<file path="config.mk">
export PLATFORM = sky130hd
export DESIGN_NAME = scmfc_top
export DESIGN_NICKNAME = d
export VERILOG_FILES = /design/src/verilog/scmfc_pkg.sv /design/src/verilog/scmfc_clk_if.sv /design/src/verilog/scmfc_top.sv /design/src/verilog/scmfc_clkgen.sv
export SDC_FILE = /design/constraint.sdc
export NUM_CORES = 1
export LEC_CHECK = 0
export BUFFER_PORTS_ARGS = -buffer_cell sky130_fd_sc_hd__buf_2
export CAP_MARGIN = 15
export CORE_MARGIN = 1
export CORE_UTILIZATION = 40
export DETAILED_ROUTE_END_ITERATION = 10
export PLACE_DENSITY = 0.65
export SLEW_MARGIN = 20
export SYNTH_ARGS = -nofsm -noshare
export SYNTH_HDL_FRONTEND = slang
export SYNTH_SLANG_ARGS = --single-unit
</file>
<file path="constraint.sdc">
create_clock -name aclk -period 2.3 [get_ports aclk]
set_clock_uncertainty 0.1 [all_clocks]
set_input_delay 0.46 -clock aclk [delete_from_list [all_inputs] [get_ports aclk]]
set_output_delay 0.46 -clock aclk [all_outputs]
set_load 0.01 [all_outputs]
</file>
<file path="src/verilog/scmfc_pkg.sv">
`default_nettype none
// ********************************
// Register map and field layout
// ********************************
package scmfc_pkg;
  localparam int ADDR_W = 5;
  localparam logic [4:0] OFF_MODE = 5'h00;
  localparam logic [4:0] OFF_CTRL = 5'h04;
  localparam logic [4:0] OFF_DIV = 5'h08;
  localparam logic [4:0] OFF_STAT = 5'h0c;
  localparam logic [4:0] OFF_CLR = 5'h10;
  localparam logic [4:0] OFF_IEN = 5'h14;
  localparam logic [4:0] OFF_FMT = 5'h18;
  localparam int MODE_SYNC = 7;
  localparam int MODE_CHR = 6;
  localparam int MODE_PE = 5;
  localparam int MODE_STOP = 3;
  localparam int MODE_MP = 2;
  localparam int CTRL_CLOCK_ENABLE_1 = 1;
  localparam int CTRL_CLOCK_ENABLE_0 = 0;
  localparam int EV_OVR = 0;
  localparam int EV_FRM = 1;
  localparam int EV_PAR = 2;
  localparam int EV_BRK = 3;
  localparam int EV_W = 4;
  localparam logic [7:0] MODE_RST = 8'h00;
  localparam logic [7:0] CTRL_RST = 8'h00;
  localparam logic [7:0] DIV_RST = 8'h0f;
  localparam logic [EV_W-1:0] EV_NONE = 4'h0;
  localparam logic [3:0] DATA8 = 4'h8;
  localparam logic [3:0] DATA7 = 4'h7;
  localparam logic [1:0] STOP0 = 2'h0;
  localparam logic [1:0] STOP1 = 2'h1;
  localparam logic [1:0] STOP2 = 2'h2;
  localparam logic [1:0] RESP_OKAY = 2'h0;
  localparam logic [1:0] RESP_SLVERR = 2'h2;
  localparam logic [3:0] PHASE_LAST = 4'hf;
  localparam int PHASE_MSB = 3;
  localparam logic [4:0] TICKS_PER_BIT = 5'h10;
endpackage
`default_nettype wire

</file>
<file path="src/verilog/scmfc_clk_if.sv">
`timescale 1ns/10ps
`default_nettype none
interface scmfc_clk_if;
  logic sync_mode;
  logic clock_enable_1;
  logic clock_enable_0;
  logic [7:0] divisor;
  logic sck_lvl;
  logic tick16;
  logic bit_tick;
  logic sck_drv;
  logic sck_drv_en;
  modport ctl (output sync_mode, clock_enable_1, clock_enable_0, divisor, sck_lvl,
               input tick16, bit_tick, sck_drv, sck_drv_en);
  modport gen (input sync_mode, clock_enable_1, clock_enable_0, divisor, sck_lvl,
               output tick16, bit_tick, sck_drv, sck_drv_en);
endinterface
`default_nettype wire

</file>
<file path="src/verilog/scmfc_top.sv">
// The AXI4-Lite register port and the register offsets were left to the implementer.
`timescale 1ns/10ps
`default_nettype none
// Operation
// - Synchronous mode: eight data bits, nothing more.
// - Synchronous receive flags only the overrun error.
// - Synchronous internal clock: generator drives clock pin.
// - Synchronous external clock: shift on pin clock.
// - Mode bit 7 and clock bits pick source.
// - Bits 6,5,3 pick length, parity, stop count.
// - Multiprocessor bit replaces parity; sync ignores format.
// - Asynchronous, both clock bits clear: pin unused.
// - Asynchronous clock output runs at the bit rate.
// - Asynchronous receive flags framing, parity, overrun, break.
module scmfc_top (
  input wire logic aclk,
  input wire logic aresetn,
  input wire logic ce,
  input wire logic [scmfc_pkg::ADDR_W-1:0] s_axi_awaddr,
  input wire logic s_axi_awvalid,
  output logic s_axi_awready,
  input wire logic [31:0] s_axi_wdata,
  input wire logic [3:0] s_axi_wstrb,
  input wire logic s_axi_wvalid,
  output logic s_axi_wready,
  output logic [1:0] s_axi_bresp,
  output logic s_axi_bvalid,
  input wire logic s_axi_bready,
  input wire logic [scmfc_pkg::ADDR_W-1:0] s_axi_araddr,
  input wire logic s_axi_arvalid,
  output logic s_axi_arready,
  output logic [31:0] s_axi_rdata,
  output logic [1:0] s_axi_rresp,
  output logic s_axi_rvalid,
  input wire logic s_axi_rready,
  input wire logic sck_pin,
  output logic sck_drive,
  output logic sck_drive_en,
  input wire logic rx_overrun,
  input wire logic rx_framing,
  input wire logic rx_parity,
  input wire logic rx_break,
  output logic irq,
  output logic fmt_sync,
  output logic [3:0] fmt_data_bits,
  output logic fmt_parity,
  output logic fmt_mpb,
  output logic [1:0] fmt_stop_bits,
  output logic tick16,
  output logic bit_tick
);
  import scmfc_pkg::*;

  // ********************************
  // State
  // ********************************
  logic sck_s1_reg;
  logic sck_s2_reg;
  logic [7:0] mode_reg;
  logic [7:0] ctrl_reg;
  logic [7:0] div_reg;
  logic [EV_W-1:0] stat_reg;
  logic [EV_W-1:0] stat_next;
  logic [EV_W-1:0] ien_reg;
  logic bvalid_reg;
  logic [1:0] bresp_reg;
  logic rvalid_reg;
  logic [1:0] rresp_reg;
  logic [31:0] rdata_reg;
  logic fmt_sync_reg;
  logic [3:0] fmt_bits_reg;
  logic fmt_par_reg;
  logic fmt_mpb_reg;
  logic [1:0] fmt_stop_reg;
  logic tick16_reg;
  logic bit_tick_reg;

  scmfc_clk_if cif ();

  scmfc_clkgen u_clkgen (
    .aclk(aclk),
    .aresetn(aresetn),
    .ce(ce),
    .cif(cif.gen)
  );

  // ********************************
  // Format and clock source decode
  // ********************************
  wire sync_mode = mode_reg[MODE_SYNC];
  wire async_mode = ~sync_mode;
  // Synchronous mode overrides every format bit, so they are don't-care there.
  wire [3:0] bits_w = (sync_mode | ~mode_reg[MODE_CHR]) ? DATA8 : DATA7;
  wire mpb_w = async_mode & mode_reg[MODE_MP];
  wire par_w = async_mode & mode_reg[MODE_PE] & ~mode_reg[MODE_MP];
  wire [1:0] stop_w = sync_mode ? STOP0 : (mode_reg[MODE_STOP] ? STOP2 : STOP1);

  assign cif.sync_mode = sync_mode;
  assign cif.clock_enable_1 = ctrl_reg[CTRL_CLOCK_ENABLE_1];
  assign cif.clock_enable_0 = ctrl_reg[CTRL_CLOCK_ENABLE_0];
  assign cif.divisor = div_reg;
  assign cif.sck_lvl = sck_s2_reg;

  // ********************************
  // Register bus decode
  // ********************************
  // Address and data are taken together in one cycle; a lone one waits.
  wire wr_go = ce & s_axi_awvalid & s_axi_wvalid & ~bvalid_reg;
  wire wr_lane = wr_go & s_axi_wstrb[0];
  wire wr_mode = wr_lane & (s_axi_awaddr == OFF_MODE);
  wire wr_ctrl = wr_lane & (s_axi_awaddr == OFF_CTRL);
  wire wr_div = wr_lane & (s_axi_awaddr == OFF_DIV);
  wire wr_clr = wr_lane & (s_axi_awaddr == OFF_CLR);
  wire wr_ien = wr_lane & (s_axi_awaddr == OFF_IEN);
  wire wr_hit = (s_axi_awaddr == OFF_MODE) | (s_axi_awaddr == OFF_CTRL)
              | (s_axi_awaddr == OFF_DIV) | (s_axi_awaddr == OFF_STAT)
              | (s_axi_awaddr == OFF_CLR) | (s_axi_awaddr == OFF_IEN)
              | (s_axi_awaddr == OFF_FMT);
  wire rd_go = ce & s_axi_arvalid & ~rvalid_reg;
  wire [31:0] fmt_word = {22'h0, sck_drive_en, fmt_sync_reg, fmt_mpb_reg,
                          fmt_par_reg, fmt_stop_reg, fmt_bits_reg};
  wire rd_hit = (s_axi_araddr == OFF_MODE) | (s_axi_araddr == OFF_CTRL)
              | (s_axi_araddr == OFF_DIV) | (s_axi_araddr == OFF_STAT)
              | (s_axi_araddr == OFF_CLR) | (s_axi_araddr == OFF_IEN)
              | (s_axi_araddr == OFF_FMT);
  // The clear register is write-only and reads back as zero.
  wire [31:0] rd_val =
    (s_axi_araddr == OFF_MODE) ? {24'h000000, mode_reg} :
    (s_axi_araddr == OFF_CTRL) ? {24'h000000, ctrl_reg} :
    (s_axi_araddr == OFF_DIV) ? {24'h000000, div_reg} :
    (s_axi_araddr == OFF_STAT) ? {28'h0000000, stat_reg} :
    (s_axi_araddr == OFF_IEN) ? {28'h0000000, ien_reg} :
    (s_axi_araddr == OFF_FMT) ? fmt_word : 32'h00000000;

  assign s_axi_awready = wr_go;
  assign s_axi_wready = wr_go;
  assign s_axi_bvalid = bvalid_reg;
  assign s_axi_bresp = bresp_reg;
  assign s_axi_arready = rd_go;
  assign s_axi_rvalid = rvalid_reg;
  assign s_axi_rresp = rresp_reg;
  assign s_axi_rdata = rdata_reg;

  // ********************************
  // Receive error events
  // ********************************
  // Overrun is the only error a synchronous frame can carry.
  wire [EV_W-1:0] ev_set = {rx_break & async_mode, rx_parity & par_w,
                            rx_framing & async_mode, rx_overrun};
  wire [EV_W-1:0] ev_clr = wr_clr ? s_axi_wdata[EV_W-1:0] : EV_NONE;
  // A set in the same cycle as its clear survives.
  assign stat_next = (stat_reg & ~ev_clr) | ev_set;
  assign irq = |(stat_reg & ien_reg);

  assign sck_drive = cif.sck_drv;
  assign sck_drive_en = cif.sck_drv_en;
  assign fmt_sync = fmt_sync_reg;
  assign fmt_data_bits = fmt_bits_reg;
  assign fmt_parity = fmt_par_reg;
  assign fmt_mpb = fmt_mpb_reg;
  assign fmt_stop_bits = fmt_stop_reg;
  assign tick16 = tick16_reg;
  assign bit_tick = bit_tick_reg;

  // ********************************
  // Registers
  // ********************************
  always_ff @(posedge aclk) begin
    if (!aresetn) begin
      sck_s1_reg <= 1'b1;
      sck_s2_reg <= 1'b1;
    end else if (ce) begin
      sck_s1_reg <= sck_pin;
      sck_s2_reg <= sck_s1_reg;
    end
  end

  always_ff @(posedge aclk) begin
    if (!aresetn) begin
      mode_reg <= MODE_RST;
      ctrl_reg <= CTRL_RST;
      div_reg <= DIV_RST;
      ien_reg <= EV_NONE;
      stat_reg <= EV_NONE;
    end else if (ce) begin
      if (wr_mode) mode_reg <= s_axi_wdata[7:0];
      if (wr_ctrl) ctrl_reg <= s_axi_wdata[7:0];
      if (wr_div) div_reg <= s_axi_wdata[7:0];
      if (wr_ien) ien_reg <= s_axi_wdata[EV_W-1:0];
      stat_reg <= stat_next;
    end
  end

  always_ff @(posedge aclk) begin
    if (!aresetn) begin
      fmt_sync_reg <= 1'b0;
      fmt_bits_reg <= DATA8;
      fmt_par_reg <= 1'b0;
      fmt_mpb_reg <= 1'b0;
      fmt_stop_reg <= STOP1;
      tick16_reg <= 1'b0;
      bit_tick_reg <= 1'b0;
    end else if (ce) begin
      fmt_sync_reg <= sync_mode;
      fmt_bits_reg <= bits_w;
      fmt_par_reg <= par_w;
      fmt_mpb_reg <= mpb_w;
      fmt_stop_reg <= stop_w;
      tick16_reg <= cif.tick16;
      bit_tick_reg <= cif.bit_tick;
    end
  end

  always_ff @(posedge aclk) begin
    if (!aresetn) begin
      bvalid_reg <= 1'b0;
      bresp_reg <= RESP_OKAY;
      rvalid_reg <= 1'b0;
      rresp_reg <= RESP_OKAY;
      rdata_reg <= 32'h00000000;
    end else if (ce) begin
      if (wr_go) begin
        bvalid_reg <= 1'b1;
        bresp_reg <= wr_hit ? RESP_OKAY : RESP_SLVERR;
      end else if (s_axi_bready) begin
        bvalid_reg <= 1'b0;
      end
      if (rd_go) begin
        rvalid_reg <= 1'b1;
        rresp_reg <= rd_hit ? RESP_OKAY : RESP_SLVERR;
        rdata_reg <= rd_val;
      end else if (s_axi_rready) begin
        rvalid_reg <= 1'b0;
      end
    end
  end

  // ********************************
  // Checks
  // ********************************
  // Helper: counts sixteenth-bit ticks between rises of the output clock.
  logic sck_q_reg;
  logic armed_reg;
  logic [4:0] t16_cnt_reg;
  wire drv_rise = cif.sck_drv & ~sck_q_reg;
  wire cfg_chg = wr_mode | wr_ctrl | wr_div;
  wire async_clkout = async_mode & ~cif.clock_enable_1 & cif.clock_enable_0;

  always_ff @(posedge aclk) begin
    if (!aresetn) begin
      sck_q_reg <= 1'b1;
      armed_reg <= 1'b0;
      t16_cnt_reg <= 5'h00;
    end else if (ce) begin
      sck_q_reg <= cif.sck_drv;
      if (cfg_chg) armed_reg <= 1'b0;
      else if (drv_rise) armed_reg <= 1'b1;
      if (drv_rise) t16_cnt_reg <= {4'h0, cif.tick16};
      else if (cif.tick16) t16_cnt_reg <= t16_cnt_reg + 5'h01;
    end
  end
endmodule
`default_nettype wire

</file>
<file path="src/verilog/scmfc_clkgen.sv">
`timescale 1ns/10ps
`default_nettype none
module scmfc_clkgen (
  input wire logic aclk,
  input wire logic aresetn,
  input wire logic ce,
  scmfc_clk_if.gen cif
);
  import scmfc_pkg::*;

  logic [7:0] brg_cnt_reg;
  logic [7:0] brg_cnt_next;
  logic [3:0] phase_reg;
  logic [3:0] phase_next;
  logic sck_prev_reg;
  logic sck_reg;
  logic sck_next;
  logic sck_en_reg;
  logic sck_en_next;

  // Any set clock_enable_1 means the pin clock, so both bits set act as clock_enable_1 alone: 1x in sync, 16x in async.
  wire use_brg = ~cif.clock_enable_1;
  // A compare rather than equality lets a smaller divisor take effect at once.
  wire brg_tick = ce & use_brg & (brg_cnt_reg >= cif.divisor);
  wire ext_rise = ce & cif.clock_enable_1 & cif.sck_lvl & ~sck_prev_reg;
  wire sync_rise = use_brg ? (brg_tick & ~sck_reg) : ext_rise;

  assign brg_cnt_next = (brg_tick | ~use_brg) ? 8'h00 : brg_cnt_reg + 8'h01;
  // Pin clock edges count as sixteenth-bit ticks in asynchronous mode.
  assign cif.tick16 = ~cif.sync_mode & (use_brg ? brg_tick : ext_rise);
  assign phase_next = cif.tick16 ? phase_reg + 4'h1 : phase_reg;
  assign cif.bit_tick = cif.sync_mode ? sync_rise : (cif.tick16 & (phase_reg == PHASE_LAST));
  // Phase MSB rises mid-bit, putting the output clock edge at the bit centre.
  assign sck_next = cif.sync_mode ? (sck_reg ^ brg_tick) : phase_next[PHASE_MSB];
  assign sck_en_next = use_brg & (cif.sync_mode | cif.clock_enable_0);
  assign cif.sck_drv = sck_reg;
  assign cif.sck_drv_en = sck_en_reg;

  always_ff @(posedge aclk) begin
    if (!aresetn) begin
      brg_cnt_reg <= 8'h00;
      phase_reg <= 4'h0;
      sck_prev_reg <= 1'b1;
      sck_reg <= 1'b1;
      sck_en_reg <= 1'b0;
    end else if (ce) begin
      brg_cnt_reg <= brg_cnt_next;
      phase_reg <= phase_next;
      sck_prev_reg <= cif.sck_lvl;
      sck_reg <= sck_next;
      sck_en_reg <= sck_en_next;
    end
  end
endmodule
`default_nettype wire

</file>
==> insert_results.sql, run 1 <==
INSERT INTO impl_metrics (metric_group, metric, value, unit) VALUES
('die', 'die_h', '97.3', 'um'),
('layout', 'most-common-layout-cells', 'dfxtp_1 (67), nand2_1 (65), buf_2 (62)', ''),
('die', 'core_area', '8760', 'um2'),
('placement', 'post_dp_cell_area', '4100', 'um2'),
('yosys', 'synthArstFlopShare', '0', ''),
('yosys', 'synth_cell_type_count', '53', ''),
('drt', 'post-route-drc-count', '0', ''),
('sta', 'final-hold-violation-count', '0', ''),
('sta', 'max_freq', '455', 'MHz'),
('power', 'power.ir.vdd_worst', '0.296', 'mV'),
('clock_tree', 'cts_max_level', '3', ''),
('grt', 'grt_antenna_before_repair', '0', ''),
('drt', 'first_pass_iters', '5', ''),
('clock_tree', 'clock_latency', '0.35', 'ns'),
('sta', 'fin_crit_sh', '0.957', ''),
('die', 'row_count', '34', ''),
('yosys', 'mappedNetlistArea', '3630', 'um2'),
('clock_tree', 'clockBufferDepth', '2', ''),
('die', 'initial_core_util', '0.414', ''),
('die', 'fp.dieArea', '9460', 'um2'),
('grt', 'via_count_of_the_first_global_routing_pass', '3058', ''),
('yosys', 'prevailing_post_synth_register_cell', 'dfxtp_1', ''),
('placement', 'gp_congestion', '0.855', ''),
('layout', 'post_route_cells_drive_above_1_share', '0.264', ''),
('critical_path', 'cp.arrival', '2.34', 'ns'),
('clock_tree', 'cts-root-buf', 'clkbuf_8', ''),
('critical_path', 'crit_path_cell_trace', 'inv_2, ha_4, a211oi_2, o21ai_2, and3_4, a2111oi_4, nor3_2, ha_1, o221ai_2, a31oi_1, nand3_1', ''),
('clock_tree', 'cts.sinks', '72', ''),
('grt', 'globalRouteTotalUtil', '0.200', ''),
('layout', 'insertedDiodeCount', '0', ''),
('layout', 'largest_register_ffs', '10', ''),
('critical_path', 'slowest_stage', 'dfxtp_2', ''),
('yosys', 'synth-seq-area-share', '0.397', ''),
('placement', 'dp.cells', '607', ''),
('critical_path', 'reg2reg_setup_slack', '0.1', 'ns'),
('critical_path', 'cpPeakStageDelay', '0.34', 'ns'),
('sta', 'totalNegativeSetupSlack', '0', 'ns'),
('job', 'timing.max_cap.violations', '0', ''),
('die', 'chip_width', '97.3', 'um'),
('critical_path', 'worstPathRequired', '2.44', 'ns'),
('clock_tree', 'cts.reportedPaths.clkPinSlew', '0.08', 'ns'),
('status', 'run_status', 'completed', ''),
('layout', 'finalInstanceArea', '4410', 'um2'),
('placement', 'numPortBuffers', '62', ''),
('grt', 'grt_first_pass_wirelength', '15.1', 'mm'),
('clock_tree', 'tritoncts_clock_tree', 'yes', ''),
('layout', 'layout.nets', '582', ''),
('drt', 'dr_total_vias', '3328', ''),
('yosys', 'synth_enable_flop_cells', '0', ''),
('layout', 'non_filler_instance_count_after_layout', '624', ''),
('layout', 'final_common_cell', 'dfxtp_1', ''),
('sta', 'setup_violations', '0', ''),
('drt', 'post_drt_wl_per_cell', '15.0', 'um'),
('critical_path', 'timing.critical_path.fanout_max', '2', ''),
('power', 'powerDensity', '575', 'nW/um2'),
('grt', 'remaining_global_route_overflow', '0', ''),
('clock_tree', 'cts_buffers', '9', ''),
('yosys', 'ys_ff_latch', '72', ''),
('grt', 'grt_max_degree', '35', ''),
('critical_path', 'worstSetupEndpointType', 'flop', ''),
('worst_hold_path', 'timing.hold.worst.class', 'in2reg', ''),
('drt', 'detail_route.wirelength', '9.38', 'mm'),
('sta', 'worst_hold_check_slack', '0.218', 'ns'),
('die', 'top_level_ports', '114', ''),
('yosys', 'syn_avg_cell_area', '8.34', 'um2'),
('drt', 'route.antenna.remaining_nets', '0', ''),
('drt', 'post_drt_via_cell_ratio', '5.33', ''),
('placement', 'dp_hpwl', '6.79', 'mm'),
('drt', 'initial_drt_markers', '199', ''),
('yosys', 'synthesis.instances', '435', ''),
('sta', 'final-max-slew-violation-count', '0', ''),
('power', 'static_power_due_to_leakage', '1.91', 'nW'),
('critical_path', 'worstSetupStartpointType', 'flop', ''),
('critical_path', 'setup.worst_path.class', 'reg2reg', ''),
('sta', 'final_period_minus_worst_setup_slack', '2.20', 'ns'),
('yosys', 'ys.warnings.count', '0', ''),
('layout', 'area.growth.synth_to_final', '21.6', '%');
==> worst paths after layout <==
path                  start                   end  cells past startpoint
max          cif.divisor[2]  u_clkgen.cif.sck_drv                     11
min                 sck_pin            sck_s1_reg                      3
max reg2reg  cif.divisor[2]  u_clkgen.cif.sck_drv                     11
min reg2reg  s_axi_rdata[8]        s_axi_rdata[8]                      2
==> cell usage after synthesis, types with 5 or more instances <==
master	n	area (um2)
nand2b_1	12	75.1
clkbuf_1	20	75.1
inv_1	15	56.3
nor2_1	30	113
a31oi_1	10	62.6
dfxtp_1	72	1440
buf_4	28	210
o221ai_1	5	43.8
o21ai_0	15	75.1
a22oi_1	8	60.1
a21oi_1	36	180
nand3_1	16	80.1
o211ai_1	5	37.5
nor2b_1	6	37.5
nor3_1	6	30.0
mux2i_1	25	250
ha_1	11	138
nand2_1	65	244
==> cell type report <==
type                    count  area, um2
clock buffers              10        138
repair buffers             93        559
fillers                   863       4350
well taps                 108        135
inverters                  17       63.8
flip-flops and latches     72       1450
clock inverters             5       56.3
multi-input cells         319       2010
==> worst max-delay path: cells and delay by family, from the launching register on <==
kind            cells  cell delay (ns)
fa+ha+maj           2             0.50
simple gates        3             0.32
buf+inv             1             0.04
compound gates      5             0.78
flops               1             0.34
==> per-stage QoR <==
step / power (W) / utilization / setup slack [ns]
floorplan: 0.00147 / - / 0.0250
global placement: 0.00154 / 0.468 / -0.189
detailed placement: 0.00155 / 0.468 / -0.223
CTS: 0.00255 / 0.496 / 0.00542
global route: 0.00264 / 0.504 / -0.00521
finish: 0.00254 / 0.504 / 0.0999
==> repair_timing <==
item,CTS,global route
buffers inserted,0,1
cloned,0,1
hold buffers,0,0
gates resized for setup,14,14
setup endpoints to repair,2,7
pin swaps,7,8
==> power breakdown <==
group	total, W	internal, W	switching [W]
Combinational	0.000242	0.0000871	0.000155
Clock	0.00101	0.000524	0.000489
Sequential	0.00128	0.00127	0.0000148
Total	0.00254	0.00188	0.000659
==> layer usage <==
| layer | up-vias | routed length (um) | global-route usage |
|---|---|---|---|
| met1 | 1537 | 4290 | 0.268 |
| met4 | 0 | 110 | 0.0486 |
| met2 | 141 | 4340 | 0.322 |
| li1 | 1635 | - | - |
| met5 | - | 0 | 0 |
| met3 | 15 | 640 | 0.0504 |
==> logic make-up after synthesis <==
kind of cell / synth area share
simple gates: 0.219
compound gates: 0.170
flops: 0.397
buf+inv: 0.0986
mux: 0.0689
fa+ha+maj: 0.0379
xor+xnor: 0.00724
other cells: 0.00103
Note: power is estimated with default switching activity, not from simulation.
==> run 2: changes to the inputs <==
--- a/config.mk
+++ b/config.mk
@@ -8,10 +8,11 @@
 export BUFFER_PORTS_ARGS = -buffer_cell sky130_fd_sc_hd__buf_2
 export CAP_MARGIN = 15
 export CORE_MARGIN = 1
-export CORE_UTILIZATION = 40
+export CORE_UTILIZATION = 35
 export DETAILED_ROUTE_END_ITERATION = 10
-export PLACE_DENSITY = 0.65
+export PLACE_DENSITY = 0.57
 export SLEW_MARGIN = 20
 export SYNTH_ARGS = -nofsm -noshare
 export SYNTH_HDL_FRONTEND = slang
+export SYNTH_HIERARCHICAL = 1
 export SYNTH_SLANG_ARGS = --single-unit
==> insert_results.sql, run 2 <==
INSERT INTO impl_metrics (metric_group, metric, value, unit) VALUES
('status', 'run_status', 'finished with violations', ''),
('status', 'violations', 'setup timing', ''),
('die', 'initial_core_util', '0.366', ''),
('drt', 'first_pass_iters', '5', ''),
('clock_tree', 'clockBufferDepth', '2', ''),
('placement', 'dp_hpwl', '7.08', 'mm'),
('yosys', 'mappedNetlistArea', '3810', 'um2'),
('power', 'power.ir.vdd_worst', '0.325', 'mV'),
('critical_path', 'reg2regPathDepth', '10', ''),
('clock_tree', 'cts_buffers', '9', ''),
('placement', 'gp_congestion', '0.795', ''),
('yosys', 'prevailing_post_synth_register_cell', 'dfxtp_1', ''),
('layout', 'seq_area', '1450', 'um2'),
('drt', 'post-route-drc-count', '0', ''),
('drt', 'post_drt_via_cell_ratio', '5.11', ''),
('sta', 'fin_crit_sh', '1.03', ''),
('sta', 'worst-slew-pin-transition', '0.550', 'ns'),
('sta', 'rsz0062_at_grt', 'yes', ''),
('grt', 'groute.layer.met3.usage', '0.0399', ''),
('grt', 'grt_antenna_before_repair', '0', ''),
('drt', 'route.antenna.remaining_nets', '0', ''),
('die', 'row_count', '37', ''),
('power', 'p_int', '0.00177', 'W'),
('power', 'total_switching_power', '0.000658', 'W'),
('critical_path', 'setup.worst_path.class', 'reg2reg', ''),
('clock_tree', 'cts_max_level', '3', ''),
('yosys', 'synth-seq-area-share', '0.379', ''),
('die', 'top_level_ports', '114', ''),
('grt', 'grt_peak_use_layer', 'met2', ''),
('placement', 'dp.cells', '652', ''),
('yosys', 'synth_cell_type_count', '60', ''),
('placement', 'dp_slack', '-0.0663', 'ns'),
('clock_tree', 'clock_latency', '0.35', 'ns'),
('grt', 'grt.met2_usage', '0.297', ''),
('drt', 'dr_total_vias', '3416', ''),
('grt', 'globalRouteTotalUtil', '0.178', ''),
('yosys', 'ys.warnings.count', '6', ''),
('yosys', 'syn_avg_cell_area', '8.46', 'um2'),
('sta', 'setup_violations', '2', ''),
('layout', 'post_route_cells_drive_above_1_share', '0.266', ''),
('clock_tree', 'cts.reportedPaths.clkPinSlew', '0.08', 'ns'),
('grt', 'remaining_global_route_overflow', '0', ''),
('yosys', 'synthArstFlopShare', '0', ''),
('power', 'clkPwrFrac', '0.374', ''),
('die', 'die_h', '106', 'um'),
('drt', 'detail_route.wirelength', '9.73', 'mm'),
('clock_tree', 'tritoncts_clock_tree', 'yes', ''),
('yosys', 'post_synth_main_area_contributors', 'dfxtp_1 (38%), mux2i_1 (6.6%), buf_4 (5.3%)', ''),
('sta', 'slew_headroom', '0.632', ''),
('yosys', 'ys_ff_latch', '72', ''),
('layout', 'multi_input_area', '2180', 'um2'),
('yosys', 'synth_most_common_cell', 'dfxtp_1', ''),
('layout', 'insertedDiodeCount', '0', ''),
('job', 'timing.max_cap.violations', '0', ''),
('die', 'fp.dieArea', '11300', 'um2'),
('grt', 'grt_first_pass_wirelength', '15.6', 'mm'),
('critical_path', 'worstPathRequired', '2.43', 'ns'),
('sta', 'final-max-slew-violation-count', '0', ''),
('drt', 'initial_drt_markers', '130', ''),
('sta', 'final_period_minus_worst_setup_slack', '2.37', 'ns'),
('layout', 'filler_cell_count', '1060', ''),
('grt', 'grt_use_met1', '0.228', ''),
('layout', 'layout.nets', '598', ''),
('worst_hold_path', 'min_path_cells', '3', ''),
('grt', 'via_count_of_the_first_global_routing_pass', '3249', ''),
('power', 'static_power_due_to_leakage', '2.03', 'nW'),
('power', 'netSwitchingFraction', '0.271', ''),
('die', 'chip_width', '106', 'um'),
('yosys', 'synth.top_cells.by_count', 'dfxtp_1 (72), nand2_1 (47), o21ai_0 (36), buf_4 (27), nor2_1 (27)', ''),
('drt', 'post_drt_wl_per_cell', '14.5', 'um'),
('power', 'powerDensity', '526', 'nW/um2'),
('placement', 'numPortBuffers', '62', ''),
('sta', 'postLayoutSetupSlackWorst', '-0.0715', 'ns'),
('layout', 'final_common_cell', 'dfxtp_1', ''),
('worst_hold_path', 'timing.hold.worst.class', 'in2reg', ''),
('die', 'core_area', '10400', 'um2'),
('layout', 'non_filler_instance_count_after_layout', '669', ''),
('layout', 'most-common-layout-cells', 'dfxtp_1 (67), buf_2 (62), nand2_1 (47)', ''),
('critical_path', 'timing.critical_path.fanout_max', '2', ''),
('yosys', 'synthesis.instances', '450', ''),
('yosys', 'synth_enable_flop_cells', '0', ''),
('critical_path', 'worstSetupStartpointType', 'flop', ''),
('clock_tree', 'cts.sinks', '72', ''),
('critical_path', 'worstSetupEndpointType', 'flop', ''),
('yosys', 'leading_area_contributor_after_synthesis', 'dfxtp_1', ''),
('grt', 'grt_max_degree', '43', ''),
('critical_path', 'cp.arrival', '2.50', 'ns'),
('power', 'power.sequential.fraction', '0.523', ''),
('layout', 'largest_register_ffs', '10', ''),
('clock_tree', 'cts-root-buf', 'clkbuf_8', ''),
('sta', 'max_freq', '422', 'MHz'),
('yosys', 'synth.top_cell.area_share', '0.379', ''),
('sta', 'final-hold-violation-count', '0', ''),
('layout', 'area.growth.synth_to_final', '21.3', '%'),
('power', 'combinationalPowerShare', '0.103', '');
==> run 2: what timing repair did <==
| action | in CTS | in global routing |
|---|---|---|
| pin swaps | 0 | 4 |
| resized for setup | 3 | 18 |
| setup endpoints to repair | 2 | 4 |
| hold buffers | 0 | 0 |
| setup buffers | 0 | 1 |
==> run 2: critical path, cell delays in order (launching register included) <==
cell and delay, ns:
dfxtp_2 0.33, inv_2 0.08, ha_4 0.19, nand2b_4 0.13, a2111o_1 0.42, a31oi_4 0.20
nor3b_2 0.07, ha_1 0.27, and3b_1 0.18, a311oi_2 0.19, o211ai_1 0.11
==> run 2: cells by family after synthesis <==
kind of cell	share of synthesized area
buf+inv	0.0976
xor+xnor	0.00690
compound gates	0.181
simple gates	0.233
flops	0.379
fa+ha+maj	0.0361
other cells	0.000985
mux	0.0657
==> run 2: through the flow <==
| step | area, um2 | total power, W | hold WS, ns | util | setup TNS (ns) |
|---|---|---|---|---|---|
| after detailed placement | 4340 | 0.00155 | 0.342 | 0.417 | -0.0683 |
| final | 4620 | 0.00243 | 0.230 | 0.443 | -0.0886 |
| after CTS | 4520 | 0.00245 | 0.218 | 0.434 | -0.0507 |
| after global placement | 4340 | 0.00154 | 0.342 | 0.417 | -0.0221 |
| after floorplan | 3910 | 0.00148 | 0.331 | - | -0.000545 |
| after global routing | 4620 | 0.00254 | 0.234 | 0.443 | -0.295 |
==> run 2: power by group through the flow <==
stage | Sequential [W] | Combinational (W) | Clock (W)
floorplan | 0.00130 | 0.000177 | 0
global placement | 0.00130 | 0.000243 | 0
detailed placement | 0.00130 | 0.000247 | 0
CTS | 0.00127 | 0.000248 | 0.000934
global route | 0.00127 | 0.000278 | 0.000987
finish | 0.00127 | 0.000250 | 0.000908
==> run 2: area by class of cell <==
| cell class | instances | area share |
|---|---|---|
| Clock inverter | 5 | 0.00704 |
| Timing Repair Buffer | 95 | 0.124 |
| Sequential cell | 72 | 0.313 |
| Inverter | 19 | 0.0154 |
| Tap cell | 136 | 0.0368 |
| Clock buffer | 11 | 0.0306 |
| Multi-Input combinational cell | 331 | 0.473 |
==> run 2: final timing paths <==
check                     startpoint              endpoint  slack (ns)
max          u_clkgen/brg_cnt_reg[0]  u_clkgen/cif.sck_drv       -0.07
min                          sck_pin            sck_s1_reg        0.23
max reg2reg  u_clkgen/brg_cnt_reg[0]  u_clkgen/cif.sck_drv       -0.07
min reg2reg           s_axi_rdata[4]        s_axi_rdata[4]        0.36
==> run 2: layer usage <==
metal,vias to the layer above,part of all wire
li1,1698,-
met1,1605,0.47
met2,103,0.47
met3,10,0.053
met4,0,0.0080
met5,-,0
==> run 3: changes to the inputs <==
==> constraint.sdc (replaced) <==
create_clock -name aclk -period 2.05 [get_ports aclk]
set_clock_uncertainty 0.1 [all_clocks]
set_input_delay 0.41 -clock aclk [delete_from_list [all_inputs] [get_ports aclk]]
set_output_delay 0.41 -clock aclk [all_outputs]
set_load 0.01 [all_outputs]
==> insert_results.sql, run 3 (synthesis results as in run 2) <==
INSERT INTO impl_metrics (metric_group, metric, value, unit) VALUES
('layout', 'insertedDiodeCount', '0', ''),
('layout', 'non_filler_instance_count_after_layout', '678', ''),
('status', 'run_status', 'finished with violations', ''),
('clock_tree', 'cts_max_level', '3', ''),
('sta', 'final_period_minus_worst_setup_slack', '2.36', 'ns'),
('placement', 'dp.cells', '663', ''),
('sta', 'final-max-slew-violation-count', '0', ''),
('die', 'top_level_ports', '114', ''),
('grt', 'remaining_global_route_overflow', '0', ''),
('grt', 'grt_antenna_before_repair', '0', ''),
('sta', 'totalNegativeSetupSlack', '-1.01', 'ns'),
('layout', 'final_common_cell', 'dfxtp_1', ''),
('layout', 'multi_input_area', '2120', 'um2'),
('clock_tree', 'clock_latency', '0.35', 'ns'),
('die', 'initial_core_util', '0.366', ''),
('sta', 'final-hold-violation-count', '0', ''),
('power', 'combinationalPowerShare', '0.106', ''),
('critical_path', 'setup.worst_path.class', 'reg2reg', ''),
('job', 'timing.max_cap.violations', '0', ''),
('critical_path', 'worstSetupEndpointType', 'flop', ''),
('drt', 'post-route-drc-count', '0', ''),
('clock_tree', 'tritoncts_clock_tree', 'yes', ''),
('grt', 'grt_max_degree', '34', ''),
('placement', 'numPortBuffers', '62', ''),
('layout', 'post_route_cells_drive_above_1_share', '0.273', ''),
('power', 'clkPwrFrac', '0.363', ''),
('layout', 'most-common-layout-cells', 'dfxtp_1 (66), buf_2 (62), nand2_1 (47)', ''),
('critical_path', 'worstSetupStartpointType', 'flop', ''),
('sta', 'setup_violations', '6', ''),
('sta', 'max_freq', '424', 'MHz'),
('sta', 'rsz0062_at_grt', 'yes', ''),
('drt', 'initial_drt_markers', '147', ''),
('sta', 'postLayoutSetupSlackWorst', '-0.309', 'ns'),
('placement', 'gp_congestion', '0.805', ''),
('drt', 'route.antenna.remaining_nets', '0', ''),
('critical_path', 'timing.critical_path.fanout_max', '2', ''),
('clock_tree', 'cts_hold_repair.buffers', '0', ''),
('die', 'die_h', '106', 'um'),
('power', 'static_power_due_to_leakage', '2.06', 'nW'),
('layout', 'area.growth.synth_to_final', '21.2', '%'),
('clock_tree', 'cts_buffers', '9', ''),
('status', 'violations', 'setup timing', ''),
('grt', 'globalRouteTotalUtil', '0.181', ''),
('power', 'total_switching_power', '0.000708', 'W'),
('drt', 'post_drt_via_cell_ratio', '5.09', ''),
('die', 'core_area', '10400', 'um2'),
('drt', 'dr_total_vias', '3452', ''),
('power', 'powerDensity', '583', 'nW/um2'),
('worst_hold_path', 'timing.hold.worst.class', 'in2reg', ''),
('drt', 'post_drt_wl_per_cell', '14.3', 'um'),
('grt', 'grt_first_pass_wirelength', '15.9', 'mm'),
('sta', 'fin_crit_sh', '1.15', ''),
('drt', 'first_pass_iters', '5', ''),
('clock_tree', 'cts-root-buf', 'clkbuf_8', ''),
('layout', 'filler_cell_count', '1091', ''),
('clock_tree', 'clockBufferDepth', '2', ''),
('die', 'fp.dieArea', '11300', 'um2'),
('placement', 'dp_hpwl', '7.40', 'mm'),
('die', 'chip_width', '106', 'um'),
('layout', 'largest_register_ffs', '10', ''),
('power', 'p_int', '0.00198', 'W'),
('grt', 'via_count_of_the_first_global_routing_pass', '3190', ''),
('die', 'row_count', '37', ''),
('critical_path', 'cp.arrival', '2.49', 'ns'),
('clock_tree', 'cts.reportedPaths.clkPinSlew', '0.08', 'ns'),
('drt', 'detail_route.wirelength', '9.68', 'mm'),
('critical_path', 'worstPathRequired', '2.18', 'ns'),
('layout', 'layout.nets', '609', ''),
('power', 'netSwitchingFraction', '0.264', ''),
('power', 'power.ir.vdd_worst', '0.286', 'mV'),
('power', 'power.sequential.fraction', '0.531', ''),
('layout', 'seq_area', '1450', 'um2'),
('clock_tree', 'cts.sinks', '72', '');
[run 3: power by group through the flow]
stage / logic (W) / registers [W] / clock network [W]
finish: 0.000284 / 0.00143 / 0.000976
global route: 0.000318 / 0.00143 / 0.00105
CTS: 0.000284 / 0.00143 / 0.00101
detailed placement: 0.000283 / 0.00146 / 0
global placement: 0.000278 / 0.00146 / 0
floorplan: 0.000198 / 0.00146 / 0
[run 3: final timing paths]
kind / start / to / slack [ns] / cells after the start
setup / recovery: u_clkgen/brg_cnt_reg[0] / u_clkgen/cif.sck_drv / -0.31 / 10
hold reg to reg: s_axi_rdata[3] / s_axi_rdata[3] / 0.35 / 2
hold / removal: sck_pin / sck_s1_reg / 0.19 / 3
setup reg to reg: u_clkgen/brg_cnt_reg[0] / u_clkgen/cif.sck_drv / -0.31 / 10
[run 3: layout make-up]
class / count / share of cell area
inverter: 19 / 0.0155
tap: 136 / 0.0369
clock inverter: 4 / 0.00488
clock buffer: 10 / 0.0298
sequential: 72 / 0.314
multi-input combinational: 331 / 0.460
timing repair buffer: 106 / 0.139
[run 3: what timing repair did]
item                                    in CTS  in global routing
setup buffers                                1                  0
endpoints found under the setup margin       7                  7
pin swaps                                    2                  0
resized for setup                            8                  4
[run 3: stage by stage]
| stage | power [W] | hold slack, ns | area, um2 | setup slack, ns | utilization |
|---|---|---|---|---|---|
| after global routing | 0.00280 | 0.186 | 4610 | -0.445 | 0.443 |
| after detailed placement | 0.00174 | 0.338 | 4420 | -0.310 | 0.424 |
| after CTS | 0.00272 | 0.169 | 4600 | -0.302 | 0.441 |
| after floorplan | 0.00166 | 0.331 | 3910 | -0.251 | - |
| final | 0.00269 | 0.189 | 4610 | -0.309 | 0.443 |
| after global placement | 0.00174 | 0.339 | 4420 | -0.266 | 0.424 |
[run 3: per-layer routing]
metal,share of wire,GRT usage,vias up
li1,-,-,1725
met1,0.46,0.236,1602
met4,0.016,0.0635,0
met5,0,0,-
met3,0.069,0.0484,14
met2,0.45,0.288,111
[run 3: worst max-delay path, cell delays in order, from the launching register on]
cell      delay [ns]
dfxtp_2         0.34
inv_2           0.05
ha_4            0.20
nand2b_4        0.13
a2111o_1        0.40
a31oi_1         0.18
nor3b_1         0.07
ha_1            0.28
and3b_1         0.18
a311oi_2        0.21
o211ai_1        0.11
